`src/cpag_regs.svh`:
```
// Offsets, field positions, reset values and fixed counts of the access guard
`ifndef CPAG_REGS_SVH
`define CPAG_REGS_SVH
// Program memory block boundaries, block 0 is the boot block
`define CPAG_BLK1_BASE 22'h000800
`define CPAG_BLK2_BASE 22'h002000
`define CPAG_BLK3_BASE 22'h004000
`define CPAG_BLK4_BASE 22'h006000
`define CPAG_PM_END 22'h008000
// Identification, configuration and device code windows
`define CPAG_ID_BASE 22'h200000
`define CPAG_ID_LAST 22'h200007
`define CPAG_CFG_BASE 22'h300006
`define CPAG_CFG_LAST 22'h30000D
`define CPAG_DEVID_LO 22'h3FFFFE
`define CPAG_DEVID_HI 22'h3FFFFF
// Configuration byte indexes (address minus base)
`define CPAG_CI_MODE 3'h0
`define CPAG_CI_READ 3'h2
`define CPAG_CI_EEREAD 3'h3
`define CPAG_CI_WRITE 3'h4
`define CPAG_CI_EEWR 3'h5
`define CPAG_CI_XREAD 3'h6
// Bit positions inside configuration bytes
`define CPAG_B_SSP 2
`define CPAG_B_DEBUGN 7
`define CPAG_B_EERD 7
`define CPAG_B_EEWR 7
`define CPAG_B_CFGWR 5
// Implemented bits per byte, also the erased and reset value
`define CPAG_MASK_MODE 8'h84
`define CPAG_MASK_BLK 8'h1F
`define CPAG_MASK_EERD 8'h80
`define CPAG_MASK_EEWR 8'hA0
// Debugger reservations
`define CPAG_DBG_STACK_LEVELS 2
`define CPAG_DBG_PM_BYTES 22'd512
`define CPAG_DBG_DM_BYTES 10
// Register port offsets and reset values
`define CPAG_R_STATUS 4'h0
`define CPAG_R_EVENTS 4'h1
`define CPAG_R_CTRL 4'h2
`define CPAG_R_CFG0 4'h3
`define CPAG_CTRL_RST 8'h01
`endif

```
`src/cpag_pkg.sv`:
```
// Types shared by the access guard and its users
package cpag_pkg;
	// One table operation from the core or the programmer
	typedef struct packed {
		logic valid;
		logic write;
		logic eeprom;
		logic erase_chip;
		logic erase_block;
		logic erase_row;
		logic [21:0] addr;
		logic [7:0] wdata;
		logic [21:0] pc;
	} cpag_op_s;
	// Request passed on to the memory arrays
	typedef struct packed {
		logic en;
		logic we;
		logic eeprom;
		logic erase_chip;
		logic erase_block;
		logic erase_row;
		logic [21:0] addr;
		logic [7:0] wdata;
	} cpag_mem_s;
	// Answer to the requester
	typedef struct packed {
		logic valid;
		logic refused;
		logic prg;
		logic [7:0] rdata;
	} cpag_rsp_s;
	// Address region, one-hot
	typedef enum logic [4:0] {
		K_PM = 5'h01,
		K_UNIMP = 5'h02,
		K_ID = 5'h04,
		K_CFG = 5'h08,
		K_DEVID = 5'h10
	} cpag_kind_e;
endpackage

```
`src/cpag_access_guard.sv`:
```
// Access guard for program memory, data EEPROM, configuration and ID locations
// Overview of operation
// - Five program blocks, each with three guards
// - Table ops reach memory, device code, configuration
// - Code read guard blocks only programmer access
// - Write guard zero refuses core table writes
// - Same-block fetch reads real data despite guard
// - Other-block fetch with guard zero reads zeros
// - Protection bits only program from one to zero
// - Only programmer erases restore protection bits
// - EEPROM read guard blocks programmer EEPROM access
// - EEPROM write guard blocks all EEPROM writes
// - Core may always read data EEPROM
// - Configuration write guard, core cannot change it
// - Eight ID locations, read and writable
// - ID locations readable while code protected
// - Debug bit zero enables debugger, reserves resources
// - Single-supply mode: entry pin enters programming
// - High voltage on master clear always enters
// - Single-supply enable defaults on after erase
// - Single-supply bit changes only under high voltage
// - Row erase refused on code-protected blocks
`timescale 1ns/10ps
`include "cpag_regs.svh"

module cpag_access_guard import cpag_pkg::*; #(
	parameter logic [15:0] DEVICE_ID = 16'h1234 // Arbitrary value
) (
	input wire logic i_clock,
	input wire logic i_rst,
	input wire logic [3:0] i_reg_addr,
	input wire logic [7:0] i_reg_wdata,
	input wire logic i_reg_wr,
	input wire logic i_reg_rd,
	output logic [7:0] o_reg_rdata,
	input wire cpag_op_s i_cpu_op,
	input wire cpag_op_s i_prg_op,
	output cpag_mem_s o_mem,
	input wire logic [7:0] i_mem_rdata,
	output cpag_rsp_s o_rsp,
	input wire logic i_master_clear_hv_pin,
	input wire logic i_prog_entry_pin,
	output logic o_prog_mode,
	output logic o_entry_pin_is_io,
	output logic o_debug_enable
);

	logic [7:0] cfg [8]; // Configuration bytes
	logic [7:0] ctrl; // Software control
	logic [3:0] events; // Sticky events
	logic hv_m, hv_s, pin_m, pin_s; // Pin synchronisers
	logic hv_mode, ss_mode; // Entry modes
	logic from_prg; // Programmer owns the path
	cpag_op_s op; // Selected operation
	cpag_kind_e kind; // Region of op.addr
	logic [2:0] blk, pblk, cidx; // Target block, fetch block, config index
	logic ers, refuse, blank, mem_go, int_rd; // Decision
	logic [7:0] int_data, wmask; // Internal read data, writable bits
	logic take, cfg_wr, ss, dbg_hit; // Derived strobes
	logic [4:0] cr, wg, xr; // Per-block guards
	logic s1_v, s1_int, s1_ref, s1_prg, s2_v, s2_int, s2_ref, s2_prg;
	logic [7:0] s1_data, s2_data; // Internal data pipeline
	logic [3:0] ev_set; // Event sources

	// Block number of a program address
	function automatic logic [2:0] blk_of(input logic [21:0] a);
		if (a < `CPAG_BLK1_BASE) begin
			blk_of = 3'h0;
		end else if (a < `CPAG_BLK2_BASE) begin
			blk_of = 3'h1;
		end else if (a < `CPAG_BLK3_BASE) begin
			blk_of = 3'h2;
		end else if (a < `CPAG_BLK4_BASE) begin
			blk_of = 3'h3;
		end else begin
			blk_of = 3'h4;
		end
	endfunction

	// Implemented bits of each configuration byte
	function automatic logic [7:0] cfg_mask(input logic [2:0] i);
		case (i)
			`CPAG_CI_MODE: cfg_mask = `CPAG_MASK_MODE;
			`CPAG_CI_READ, `CPAG_CI_WRITE, `CPAG_CI_XREAD: cfg_mask = `CPAG_MASK_BLK;
			`CPAG_CI_EEREAD: cfg_mask = `CPAG_MASK_EERD;
			`CPAG_CI_EEWR: cfg_mask = `CPAG_MASK_EEWR;
			default: cfg_mask = 8'h00;
		endcase
	endfunction

	// Guard fields pulled out of configuration storage
	assign cr = cfg[`CPAG_CI_READ][4:0];
	assign wg = cfg[`CPAG_CI_WRITE][4:0];
	assign xr = cfg[`CPAG_CI_XREAD][4:0];
	assign ss = cfg[`CPAG_CI_MODE][`CPAG_B_SSP];
	assign o_entry_pin_is_io = ~ss;
	assign o_debug_enable = ~cfg[`CPAG_CI_MODE][`CPAG_B_DEBUGN];
	assign o_prog_mode = hv_mode | ss_mode;

	// Two-flop synchronisers for the pins
	always_ff @(posedge i_clock or posedge i_rst) begin
		if (i_rst) begin
			hv_m <= 1'b0;
			hv_s <= 1'b0;
			pin_m <= 1'b0;
			pin_s <= 1'b0;
		end else begin
			hv_m <= i_master_clear_hv_pin;
			hv_s <= hv_m;
			pin_m <= i_prog_entry_pin;
			pin_s <= pin_m;
		end
	end

	// Programming entry, high voltage always wins
	always_ff @(posedge i_clock or posedge i_rst) begin
		if (i_rst) begin
			hv_mode <= 1'b0;
			ss_mode <= 1'b0;
		end else begin
			hv_mode <= hv_s;
			ss_mode <= ss & pin_s & ~hv_s;
		end
	end

	// Source select, core is held off in programming mode
	always_comb begin
		from_prg = o_prog_mode;
		op = from_prg ? i_prg_op : i_cpu_op;
		blk = blk_of(op.addr);
		pblk = blk_of(op.pc);
		cidx = 3'(op.addr - `CPAG_CFG_BASE);
		ers = op.erase_chip | op.erase_block | op.erase_row;
		take = op.valid;
		dbg_hit = o_debug_enable && op.addr >= (`CPAG_PM_END - `CPAG_DBG_PM_BYTES);
	end

	// Address region decode
	always_comb begin
		if (op.addr < `CPAG_PM_END) begin
			kind = K_PM;
		end else if (op.addr >= `CPAG_ID_BASE && op.addr <= `CPAG_ID_LAST) begin
			kind = K_ID;
		end else if (op.addr >= `CPAG_CFG_BASE && op.addr <= `CPAG_CFG_LAST) begin
			kind = K_CFG;
		end else if (op.addr >= `CPAG_DEVID_LO) begin
			kind = K_DEVID;
		end else begin
			kind = K_UNIMP;
		end
	end

	// Access decision
	always_comb begin
		refuse = 1'b0;
		blank = 1'b0;
		mem_go = 1'b0;
		int_rd = 1'b0;
		int_data = 8'h00;
		if (ers) begin
			if (!from_prg) begin
				refuse = 1'b1;
			end else if (op.erase_row && !cr[blk]) begin
				refuse = 1'b1;
			end else begin
				mem_go = 1'b1;
			end
		end else if (op.eeprom) begin
			if (from_prg && !cfg[`CPAG_CI_EEREAD][`CPAG_B_EERD]) begin
				refuse = 1'b1;
			end else if (op.write && !cfg[`CPAG_CI_EEWR][`CPAG_B_EEWR]) begin
				refuse = 1'b1;
			end else begin
				mem_go = 1'b1;
			end
		end else begin
			case (kind)
				K_PM: begin
					if (from_prg && !cr[blk]) begin
						refuse = 1'b1;
					end else if (op.write && !from_prg && (!wg[blk] || dbg_hit || !ctrl[0])) begin
						refuse = 1'b1;
					end else if (!op.write && !from_prg && !xr[blk] && pblk != blk) begin
						blank = 1'b1;
						int_rd = 1'b1;
					end else begin
						mem_go = 1'b1;
					end
				end
				K_ID: mem_go = 1'b1;
				K_CFG: begin
					int_rd = ~op.write;
					int_data = cfg[cidx];
					refuse = op.write & ~from_prg & ~cfg[`CPAG_CI_EEWR][`CPAG_B_CFGWR];
				end
				K_DEVID: begin
					int_rd = ~op.write;
					int_data = op.addr[0] ? DEVICE_ID[15:8] : DEVICE_ID[7:0];
					refuse = op.write;
				end
				default: begin
					int_rd = ~op.write;
					refuse = op.write;
				end
			endcase
		end
	end

	// Writable configuration bits for this source
	always_comb begin
		wmask = cfg_mask(cidx);
		if (!from_prg && cidx == `CPAG_CI_EEWR) begin
			wmask[`CPAG_B_CFGWR] = 1'b0;
		end
		if (!hv_mode && cidx == `CPAG_CI_MODE) begin
			wmask[`CPAG_B_SSP] = 1'b0;
		end
		cfg_wr = take && !ers && !op.eeprom && kind == K_CFG && op.write && !refuse;
	end

	// Configuration storage, one-way programming, erase restores
	always_ff @(posedge i_clock or posedge i_rst) begin
		if (i_rst) begin
			for (int i = 0; i < 8; i++) begin
				cfg[i] <= cfg_mask(3'(i));
			end
		end else if (take && !refuse && op.erase_chip) begin
			for (int i = 0; i < 8; i++) begin
				cfg[i] <= cfg_mask(3'(i));
			end
		end else if (take && !refuse && op.erase_block && kind == K_PM) begin
			cfg[`CPAG_CI_READ][blk] <= 1'b1;
			cfg[`CPAG_CI_WRITE][blk] <= 1'b1;
			cfg[`CPAG_CI_XREAD][blk] <= 1'b1;
		end else if (cfg_wr) begin
			cfg[cidx] <= cfg[cidx] & (op.wdata | ~wmask);
		end
	end

	// Memory request stage, nothing leaves for a refused op
	always_ff @(posedge i_clock or posedge i_rst) begin
		if (i_rst) begin
			o_mem <= '0;
		end else begin
			o_mem <= '0;
			if (take && mem_go) begin
				o_mem.en <= 1'b1;
				o_mem.we <= op.write & ~ers;
				o_mem.eeprom <= op.eeprom;
				o_mem.erase_chip <= op.erase_chip;
				o_mem.erase_block <= op.erase_block;
				o_mem.erase_row <= op.erase_row;
				o_mem.addr <= op.addr;
				o_mem.wdata <= op.wdata;
			end
		end
	end

	// Tag pipeline lined up with the memory read latency
	always_ff @(posedge i_clock or posedge i_rst) begin
		if (i_rst) begin
			s1_v <= 1'b0;
			s1_int <= 1'b0;
			s1_ref <= 1'b0;
			s1_prg <= 1'b0;
			s1_data <= 8'h00;
			s2_v <= 1'b0;
			s2_int <= 1'b0;
			s2_ref <= 1'b0;
			s2_prg <= 1'b0;
			s2_data <= 8'h00;
		end else begin
			s1_v <= take;
			s1_int <= ~(mem_go & ~op.write & ~ers);
			s1_ref <= refuse;
			s1_prg <= from_prg;
			s1_data <= (int_rd && !blank) ? int_data : 8'h00;
			s2_v <= s1_v;
			s2_int <= s1_int;
			s2_ref <= s1_ref;
			s2_prg <= s1_prg;
			s2_data <= s1_data;
		end
	end

	// Answer stage
	always_ff @(posedge i_clock or posedge i_rst) begin
		if (i_rst) begin
			o_rsp <= '0;
		end else begin
			o_rsp.valid <= s2_v;
			o_rsp.refused <= s2_v & s2_ref;
			o_rsp.prg <= s2_prg;
			o_rsp.rdata <= !s2_v ? 8'h00 : (s2_int ? s2_data : i_mem_rdata);
		end
	end

	// Event sources
	always_comb begin
		ev_set[0] = take & ~from_prg & op.write & refuse;
		ev_set[1] = take & blank;
		ev_set[2] = take & from_prg & refuse;
		ev_set[3] = take & from_prg & ers & ~refuse;
	end

	// Sticky events, write one to clear, a new event beats the clear
	always_ff @(posedge i_clock or posedge i_rst) begin
		if (i_rst) begin
			events <= 4'h0;
		end else if (i_reg_wr && i_reg_addr == `CPAG_R_EVENTS) begin
			events <= (events & ~i_reg_wdata[3:0]) | ev_set;
		end else begin
			events <= events | ev_set;
		end
	end

	// Control register, bit 0 enables core program writes
	always_ff @(posedge i_clock or posedge i_rst) begin
		if (i_rst) begin
			ctrl <= `CPAG_CTRL_RST;
		end else if (i_reg_wr && i_reg_addr == `CPAG_R_CTRL) begin
			ctrl <= {7'h00, i_reg_wdata[0]};
		end
	end

	// Register read port, data one cycle after the strobe
	always_ff @(posedge i_clock or posedge i_rst) begin
		if (i_rst) begin
			o_reg_rdata <= 8'h00;
		end else if (i_reg_rd) begin
			if (i_reg_addr == `CPAG_R_STATUS) begin
				o_reg_rdata <= {3'h0, o_debug_enable, o_entry_pin_is_io, ss_mode, hv_mode, o_prog_mode};
			end else if (i_reg_addr == `CPAG_R_EVENTS) begin
				o_reg_rdata <= {4'h0, events};
			end else if (i_reg_addr == `CPAG_R_CTRL) begin
				o_reg_rdata <= ctrl;
			end else if (i_reg_addr >= `CPAG_R_CFG0 && i_reg_addr <= `CPAG_R_CFG0 + 4'h7) begin
				o_reg_rdata <= cfg[3'(i_reg_addr - `CPAG_R_CFG0)];
			end else begin
				o_reg_rdata <= 8'h00;
			end
		end else begin
			o_reg_rdata <= 8'h00;
		end
	end

	// Checks
	logic cpu_pm_rd;
	logic [63:0] cfg_flat;
	assign cpu_pm_rd = take && !from_prg && !op.write && !ers && !op.eeprom && kind == K_PM;
	assign cfg_flat = {cfg[7], cfg[6], cfg[5], cfg[4], cfg[3], cfg[2], cfg[1], cfg[0]};
endmodule

```
`config.mk`:
```
export PLATFORM = sky130hd
export DESIGN_NAME = cpag_access_guard
export DESIGN_NICKNAME = d
export VERILOG_FILES = /design/src/cpag_pkg.sv /design/src/cpag_access_guard.sv
export VERILOG_INCLUDE_DIRS = /design/src
export SDC_FILE = /design/constraint.sdc
export NUM_CORES = 1
export LEC_CHECK = 0
export ABC_AREA = 1
export BUFFER_PORTS_ARGS = -buffer_cell sky130_fd_sc_hd__buf_4
export CAP_MARGIN = 20
export CORE_ASPECT_RATIO = 1.25
export CORE_MARGIN = 4
export CORE_UTILIZATION = 28
export DETAILED_ROUTE_END_ITERATION = 16
export GPL_ROUTABILITY_DRIVEN = 0
export GPL_TIMING_DRIVEN = 0
export MAX_ROUTING_LAYER = met4
export PLACE_DENSITY = 0.5
export SLEW_MARGIN = 20
export SYNTH_ARGS = -nofsm -noshare
export SYNTH_HDL_FRONTEND = slang
export SYNTH_SLANG_ARGS = --single-unit
```
`constraint.sdc`:
```
create_clock -name i_clock -period 10.85 [get_ports i_clock]
set_input_delay 2.7125 -clock i_clock [delete_from_list [all_inputs] [get_ports i_clock]]
set_output_delay 2.7125 -clock i_clock [all_outputs]
set_load 0.005 [all_outputs]
```
==> impl_metrics.toml, run 1 <==
[run_status]
status = "finished, final reports clean"

[synthesis]
ys_ff_latch = 154
synthAdderAreaFrac_pct = 1.22
seq_area_frac_synth_pct = 47.2
synth_cell_types = 55
synth_edf_count = 0
synth_top_cells_by_area = "dfrtp_1 (40%), nand2_1 (11%), dfstp_2 (6.7%)"
synth_compound_area_share_pct = 17.2
synth_top_area_share_pct = 40.5
syn_area_sq_um = 8220
synthesis.nets = 1188
synth.largest_area_cell = "dfrtp_1"
ys_async_sr_fraction_pct = 100
syn_area_per_cell_sq_um = 7.92
synthSimpleGateAreaFrac_pct = 25.6
muxShareOfSynthArea_pct = 1.37
ys.flop_type = "dfrtp_1"
syn_inst = 1038
synth_xor_area_share_pct = 0.213
synth_warnings = 0
synth_top_family_by_area = "simple AND/OR/NAND/NOR gates"

[finish]
layout-drive-gt1-share_pct = 23.3
area_growth_pct = 29.5
mostFrequentLayoutCell = "nand2_1"
antenna_cells = 0
finalNonFillerCells = 1634
utilization_pct = 37.1
finalNetCount = 1381
stdcell_area_sq_um = 10600
final_cell_mix = "nand2_1 (236), buf_4 (174), nor2_1 (140)"

[sta]
rsz0062_at_grt = "false"
drv_slew = 0
final_hold_viol_count = 0
tightest_slew_ns = 1.06
tns_ns = 0
min_period_ns = 5.36
whs_ns = 0.344
final-setup-viol-count = 0
fmax_ghz = 0.186
min_period_over_period_pct = 49.4
skew_ns = 0.00974
slew_headroom_pct = 29.1

[grt]
overflow = 0
grt_max_degree = 98
grt_antenna_before_repair = 0
grt_util_all_layers_pct = 19.1
grt_pass1_vias = 7991
grt_first_pass_wirelength_mm = 45.7

[hold_path]
holdCritPathClass = "reg2reg"

[floorplan]
die_h_um = 200
die_x_um = 161
row_count = 69
num_io_pins = 200
coreArea_sq_um = 28700
initial_core_util_pct = 28.7
dieArea_sq_um = 32200

[setup_path]
crit_type = "in2reg"
slowest_stage = "o32ai_1"
worstPathArrival_ns = 5.71
worst-path-buf-inv = 4
required_ns = 11.20
cp-start-kind = "input pin"
path_max_fanout = 10
critical_path.top_delay_family = "compound AO/OA/AOI/OAI gates"
slowest_delay_ns = 0.91
cp-end-kind = "flop"
worstPathCellList = "buf_4 -> or2_2 -> nand2_1 -> buf_2 -> nor2_1 -> inv_1 -> buf_2 -> nor2_1 -> o32ai_1 -> nand3_2 -> o22ai_1"

[place]
hpwl_mm = 24.2
place_inst = 1602
io_buffers = 173
placed_cell_area_sq_um = 10000

[cts]
htreeDepth = 4
cts_setup_buffers = 0
path_clk_slew_ns = 0.06
cts_tree = "done"
cts_resized = 0
insertion_delay_ns = 0.44
root_buffer = "clkbuf_16"
cts_inserted_buffers = 17
hold_buffers = 0
cts_buffer_depth = 2
cts.sinks = 154

[job]
cap_viol_max_count = 0

[routing]
viasPerCell = 4.85
post-route-drc-count = 0
drtPass1Iterations = 7
drt_iter0_markers = 548
num_vias = 7933
wirelength_mm = 30.3
drt-wirelength-per-cell_um = 18.5
ant_nets = 0

[power_and_ir_drop]
power.leakage_nw = 5.26
vdd_drop_max_mv = 0.0901
power.density_nw_per_um2 = 180
worst paths after layout:
kind / startpoint / end / slack, ns / cells past startpoint
min in group asynchronous: i_rst / o_rsp[8] / 2.27 / 2
max reg2reg: hv_mode / cfg[51] / 6.76 / 14
min reg2reg: s1_data[3] / s2_data[3] / 0.34 / 0
min: s1_data[3] / s2_data[3] / 0.34 / 0
max: i_cpu_op[30] / cfg[50] / 5.49 / 11
max in group asynchronous: i_rst / cfg[58] / 7.72 / 3
cell usage after synthesis (3+ instances only):
cell type,instances
clkbuf_1,14
buf_6,5
nor2_4,4
nand3_2,4
ha_1,8
nand2_1,236
or2_2,5
a31oi_1,5
a21oi_2,3
dfstp_2,21
a22oi_1,8
o21ai_0,81
nand4_1,9
dfrtp_1,133
nor4_1,3
a21oi_1,54
a211oi_1,4
o2111ai_1,3
buf_2,6
o221ai_1,6
inv_2,7
o21ai_1,30
o21ai_2,3
nor2_1,140
clkinv_1,3
inv_1,105
a32o_1,3
mux2i_1,9
nor3_1,9
nand2_2,11
nand3_1,43
o22ai_1,28
nand4_2,3
o32ai_1,4
metrics by stage:
stage,power [mW],setup slack (ns)
finish,1.91,5.49
global route,2.02,5.32
CTS,1.92,5.57
detailed placement,1.30,5.12
global placement,1.30,1.98
floorplan,1.06,4.02
state kept, by name, summed over array words and instances (netlist names), 4 cells and up:
signal       cells
s2_data          8
cfg             64
o_rsp           11
o_mem           36
o_reg_rdata      8
events           4
s1_data          8
power by group:
group / switching, mW / total, mW / internal [mW]
clock: 0.245 / 0.618 / 0.373
sequential: 0.0737 / 0.753 / 0.680
combinational: 0.349 / 0.540 / 0.192
cells by family (layout without fill, tap and decap cells):
kind of cell | count (synthesis) | after routing
multiplexers | 10 | 10
AND/OR/NAND/NOR | 480 | 480
adder cells (fa/ha/maj) | 8 | 8
flip-flops | 154 | 154
buffers and inverters | 143 | 349
XOR/XNOR | 2 | 2
AO/OA/AOI/OAI | 241 | 241
per-layer routing:
layer  GRT usage, %  routed length (um)  share of wire, %
met5              -                   0                 0
met1           21.5               12000                40
met3           3.53                1670               5.5
met2           33.4               15400                51
met4           8.57                1230               4.1
area by class of cell:
cell class | count | area [sq um]
inverter | 115 | 439
fill | 3025 | 18000
sequential | 154 | 3880
timing repair buffer | 174 | 1330
tap | 390 | 488
clock buffer | 21 | 460
clock inverter | 11 | 143
multi-input combinational | 741 | 3750
buffer | 28 | 154
No activity file was read; power rests on OpenSTA's default activity.
==> run 2: changes to the inputs <==
PLACE_DENSITY = 0.52   (was 0.5)
clock period = 4.4 ns   (was 10.85 ns; I/O delays follow)
==> run 2 against run 1 <==
  * Clock skew shrank 0.0020 ns
  * Global-route usage fell by 0.090 points
  * Highest routed layer unchanged
  * Power up 140%
  * Critical endpoint is now cfg[51]
==> impl_metrics.toml, run 2 (synthesis results as in run 1) <==
[run_status]
status = "finished, final reports clean"

[setup_path]
crit_type = "reg2reg"
cp-start-kind = "flop"
cp-end-kind = "flop"
critical_path.startpoint = "hv_mode"
path_max_fanout = 10
slowest_stage = "clkinv_1"
slowest_delay_ns = 0.57
r2r-start = "hv_mode"
worstPathCellList = "nor2_4 -> buf_6 -> buf_6 -> nand2_1 -> nand2_1 -> inv_2 -> nor2_1 -> clkinv_1 -> nor2_1 -> a211oi_1 -> o21ai_0 -> a21oi_1 -> nand2_2 -> o22ai_1"
worstPathArrival_ns = 4.46
required_ns = 4.69

[floorplan]
die_x_um = 161
coreArea_sq_um = 28700
row_count = 69
num_io_pins = 200
dieArea_sq_um = 32200
die_h_um = 200
initial_core_util_pct = 28.7

[power_and_ir_drop]
power.density_nw_per_um2 = 437
vdd_drop_max_mv = 0.261
power.leakage_nw = 5.28
power.total_mw = 4.67

[grt]
grt_antenna_before_repair = 0
grt_util_all_layers_pct = 19.1
grt_max_degree = 34
overflow = 0
grt_pass1_vias = 8094
grt_first_pass_wirelength_mm = 45.6

[routing]
post-route-drc-count = 0
drtPass1Iterations = 5
drt_iter0_markers = 523
viasPerCell = 4.84
wirelength_mm = 30.0
num_vias = 7923
ant_nets = 0
drt-wirelength-per-cell_um = 18.3

[finish]
fillers = 3039
final_cell_mix = "nand2_1 (236), buf_4 (174), nor2_1 (140)"
top_regs = "cfg x64, o_mem x36, o_rsp x11"
area_growth_pct = 30.2
largest_reg_flops = 64
finalNetCount = 1385
antenna_cells = 0
mostFrequentLayoutCell = "nand2_1"
regMostFlops = "cfg"
utilization_pct = 37.3
layout-drive-gt1-share_pct = 23.6

[place]
hpwl_mm = 24.4
io_buffers = 173
pre_cts_ws_ns = 0.278

[sta]
rsz0062_at_grt = "false"
tns_ns = 0
slew_headroom_pct = 27.0
skew_ns = 0.00772
min_period_ns = 4.17
min_period_over_period_pct = 94.8
final-setup-viol-count = 0
fin_ws_ns = 0.229
whs_ns = 0.344
fmax_ghz = 0.240
tightest_slew_ns = 1.09
drv_slew = 0
final_hold_viol_count = 0

[cts]
cts_setup_buffers = 0
cts.sinks = 154
root_buffer = "clkbuf_16"
cts_buffer_depth = 2
path_clk_slew_ns = 0.06
cts_inserted_buffers = 17
htreeDepth = 4
hold_buffers = 0
cts_tree = "done"
insertion_delay_ns = 0.44
cts_resized = 0

[job]
cap_viol_max_count = 0

[hold_path]
holdCritPathClass = "reg2reg"
hold_start = "s1_data[3]"
==> run 2: worst max-delay path, delay by kind of cell, from the launching register on <==
kind	cells	cell delay, ns
compound gates	4	0.84
buf+inv	4	1.08
flops	1	0.52
simple gates	6	1.56
==> run 2: cell type report <==
cell class / instances / area, sq um / area share [%]
repair buffers: 178 / 1400 / 13.1
plain buffers: 28 / 154 / 1.44
inverters: 115 / 435 / 4.07
flip-flops and latches: 154 / 3880 / 36.3
clock inverters: 10 / 116 / 1.09
clock buffers: 22 / 474 / 4.43
well taps: 390 / 488 / 4.56
multi-input cells: 741 / 3750 / 35.1
==> run 2: layer usage <==
metal,share of wire (%),track usage (%),up-vias,wire [um]
met2,50,32.8,299,15000
met1,39,21.2,3708,11700
met4,5.1,10.2,0,1520
li1,-,-,3846,-
met3,5.7,3.26,70,1710
met5,0,-,-,0
==> run 2: power breakdown <==
part / internal (mW) / switching, mW / leakage (nW)
sequential: 1.68 / 0.182 / 1.97
combinational: 0.479 / 0.859 / 3.02
clock: 0.880 / 0.598 / 0.286
total: 3.04 / 1.64 / 5.28
==> run 2: final timing paths <==
check | endpoint | cells after the start | slack, ns
worst min-delay path | s2_data[3] | 0 | 0.34
max in group asynchronous | ctrl[0] | 5 | 2.80
worst min register to register | s2_data[3] | 0 | 0.34
worst max register to register | cfg[51] | 14 | 0.23
min in group asynchronous | o_rsp[10] | 2 | 0.63
worst max-delay path | cfg[51] | 14 | 0.23
==> run 2: stage by stage <==
step	area [sq um]	std cells
2_1_floorplan	8220	1038
3_3_place_gp	10000	1601
3_5_place_dp	10100	1606
4_1_cts	10700	1638
5_1_grt	10700	1638
6_report	10700	1638
==> run 3: changes to the inputs <==
--- a/config.mk
+++ b/config.mk
@@ -18,4 +18,5 @@
 export MAX_ROUTING_LAYER = met4
 export PLACE_DENSITY = 0.52
+export SKIP_LAST_GASP = 1
 export SLEW_MARGIN = 20
 export SYNTH_ARGS = -nofsm -noshare
==> constraint.sdc (replaced) <==
create_clock -name i_clock -period 4.4 [get_ports i_clock]
set_input_delay 0.22 -clock i_clock [delete_from_list [all_inputs] [get_ports i_clock]]
set_output_delay 0.22 -clock i_clock [all_outputs]
set_load 0.005 [all_outputs]
==> run 3 against run 2 <==
  * Maximum frequency up 2.1%
  * Sequential share of layout area up 0.068 points
  * Power up 1.4%
  * Via count down 0.14%
  * Combinational power about the same
  * Clock-buffer cell count down 3
  * Setup slack better by 0.086 ns
  * Core utilization down 0.070 points
  * Critical path depth unchanged
  * Critical path type unchanged
==> impl_metrics.toml, run 3 (synthesis results as in run 1) <==
[grt]
grt_max_degree = 90
grt_antenna_before_repair = 0
grt_util_all_layers_pct = 19.2
overflow = 0
grt_first_pass_wirelength_mm = 46.1
grt_pass1_vias = 8189

[routing]
post-route-drc-count = 0
ant_nets = 0
viasPerCell = 4.83
drt-wirelength-per-cell_um = 18.5
drtPass1Iterations = 5
num_vias = 7912
wirelength_mm = 30.3
drt_iter0_markers = 668

[sta]
final-setup-viol-count = 0
rsz0062_at_grt = "false"
final_hold_viol_count = 0
fmax_ghz = 0.245
min_period_ns = 4.09
fin_ws_ns = 0.315
skew_ns = 0.0121
drv_slew = 0
whs_ns = 0.0141
min_period_over_period_pct = 92.8
tightest_slew_ns = 1.10
slew_headroom_pct = 26.6

[job]
cap_viol_max_count = 0

[finish]
regMostFlops = "cfg"
finalNonFillerCells = 1637
largest_reg_flops = 64
top_regs = "cfg x64, o_mem x36, o_rsp x11"
finalNetCount = 1384
multi_input_area_sq_um = 3750
regArea_sq_um = 3880
layout-drive-gt1-share_pct = 23.3
final_cell_mix = "nand2_1 (236), buf_4 (174), nor2_1 (140)"
stdcell_area_sq_um = 10700
area_growth_pct = 29.9
mostFrequentLayoutCell = "nand2_1"
antenna_cells = 0
fillers = 3047

[power_and_ir_drop]
power.leakage_nw = 5.26
power.density_nw_per_um2 = 444
power.total_mw = 4.74
vdd_drop_max_mv = 0.264

[setup_path]
required_ns = 4.70
worst-path-buf-inv = 4
slowest_delay_ns = 0.55
path_max_fanout = 10
cp-end-kind = "flop"
crit_type = "reg2reg"
r2r_slack_ns = 0.31
cp-start-kind = "flop"
worstPathArrival_ns = 4.39
slowest_stage = "clkinv_1"
worstPathCellList = "nor2_4 -> buf_6 -> buf_6 -> nand2_1 -> nand2_1 -> inv_2 -> nor2_1 -> clkinv_1 -> nor2_1 -> a211oi_1 -> o21ai_0 -> a21oi_1 -> nand2_2 -> o22ai_1"
critical_path.top_delay_family = "simple AND/OR/NAND/NOR gates"

[cts]
cts.sinks = 154
root_buffer = "clkbuf_16"
path_clk_slew_ns = 0.06
cts_tree = "done"
cts_resized = 0
cts_setup_buffers = 0
cts_buffer_depth = 2
htreeDepth = 4
cts_inserted_buffers = 17
insertion_delay_ns = 0.45

[place]
pre_cts_ws_ns = 0.390
hpwl_mm = 24.1
io_buffers = 173
placed_cell_area_sq_um = 10000
place_inst = 1602

[hold_path]
holdCritPathClass = "in2reg"

[floorplan]
initial_core_util_pct = 28.7
die_h_um = 200
row_count = 69
die_x_um = 161
num_io_pins = 200
dieArea_sq_um = 32200
coreArea_sq_um = 28700

[run_status]
status = "finished, final reports clean"
==> run 3: report_power, final <==
group	internal [mW]	switching, mW
clock	0.911	0.640
sequential	1.68	0.182
combinational	0.474	0.857
total	3.06	1.68
==> run 3: repair_timing <==
action	in CTS	in global routing
hold endpoints to repair	51	0
hold buffers	3	0
endpoints found under the setup margin	0	0
==> run 3: layout make-up <==
cell class / instances / share of cell area [%]
clock buffer: 19 / 4.15
tap: 390 / 4.57
buffer: 28 / 1.44
multi-input combinational: 741 / 35.1
sequential: 154 / 36.3
timing repair buffer: 177 / 12.7
clock inverter: 13 / 1.56
inverter: 115 / 4.11
==> run 3: final timing paths <==
kind	from	end	depth (start not counted)
min in group asynchronous	i_rst	s2_prg	3
worst max-delay path	hv_mode	cfg[51]	14
worst min-delay path	i_reg_wdata[0]	ctrl[0]	3
worst min register to register	s1_data[6]	s2_data[6]	0
max in group asynchronous	i_rst	cfg[58]	4
worst max register to register	hv_mode	cfg[51]	14
==> run 3: worst reg2reg max path: cells and delay by family (launching register included) <==
kind,cells,cell delay (ns)
AO/OA/AOI/OAI,4,0.86
flip-flops,1,0.51
AND/OR/NAND/NOR,6,1.52
buffers and inverters,4,1.07
==> run 3: metrics by stage <==
stage,utilization (%),setup TNS (ns)
2_1_floorplan,-,0
3_3_place_gp,34.9,-256.61
3_5_place_dp,35.0,0
4_1_cts,37.3,0
5_1_grt,37.3,0
6_report,37.3,0
==> run 3: routing by layer <==
| metal | vias up | GRT usage (%) | part of all wire [%] |
|---|---|---|---|
| met1 | 3680 | 21.3 | 39 |
| met5 | - | - | 0 |
| met4 | 0 | 9.96 | 4.8 |
| li1 | 3847 | - | - |
| met2 | 311 | 33.5 | 51 |
| met3 | 74 | 3.18 | 5.7 |
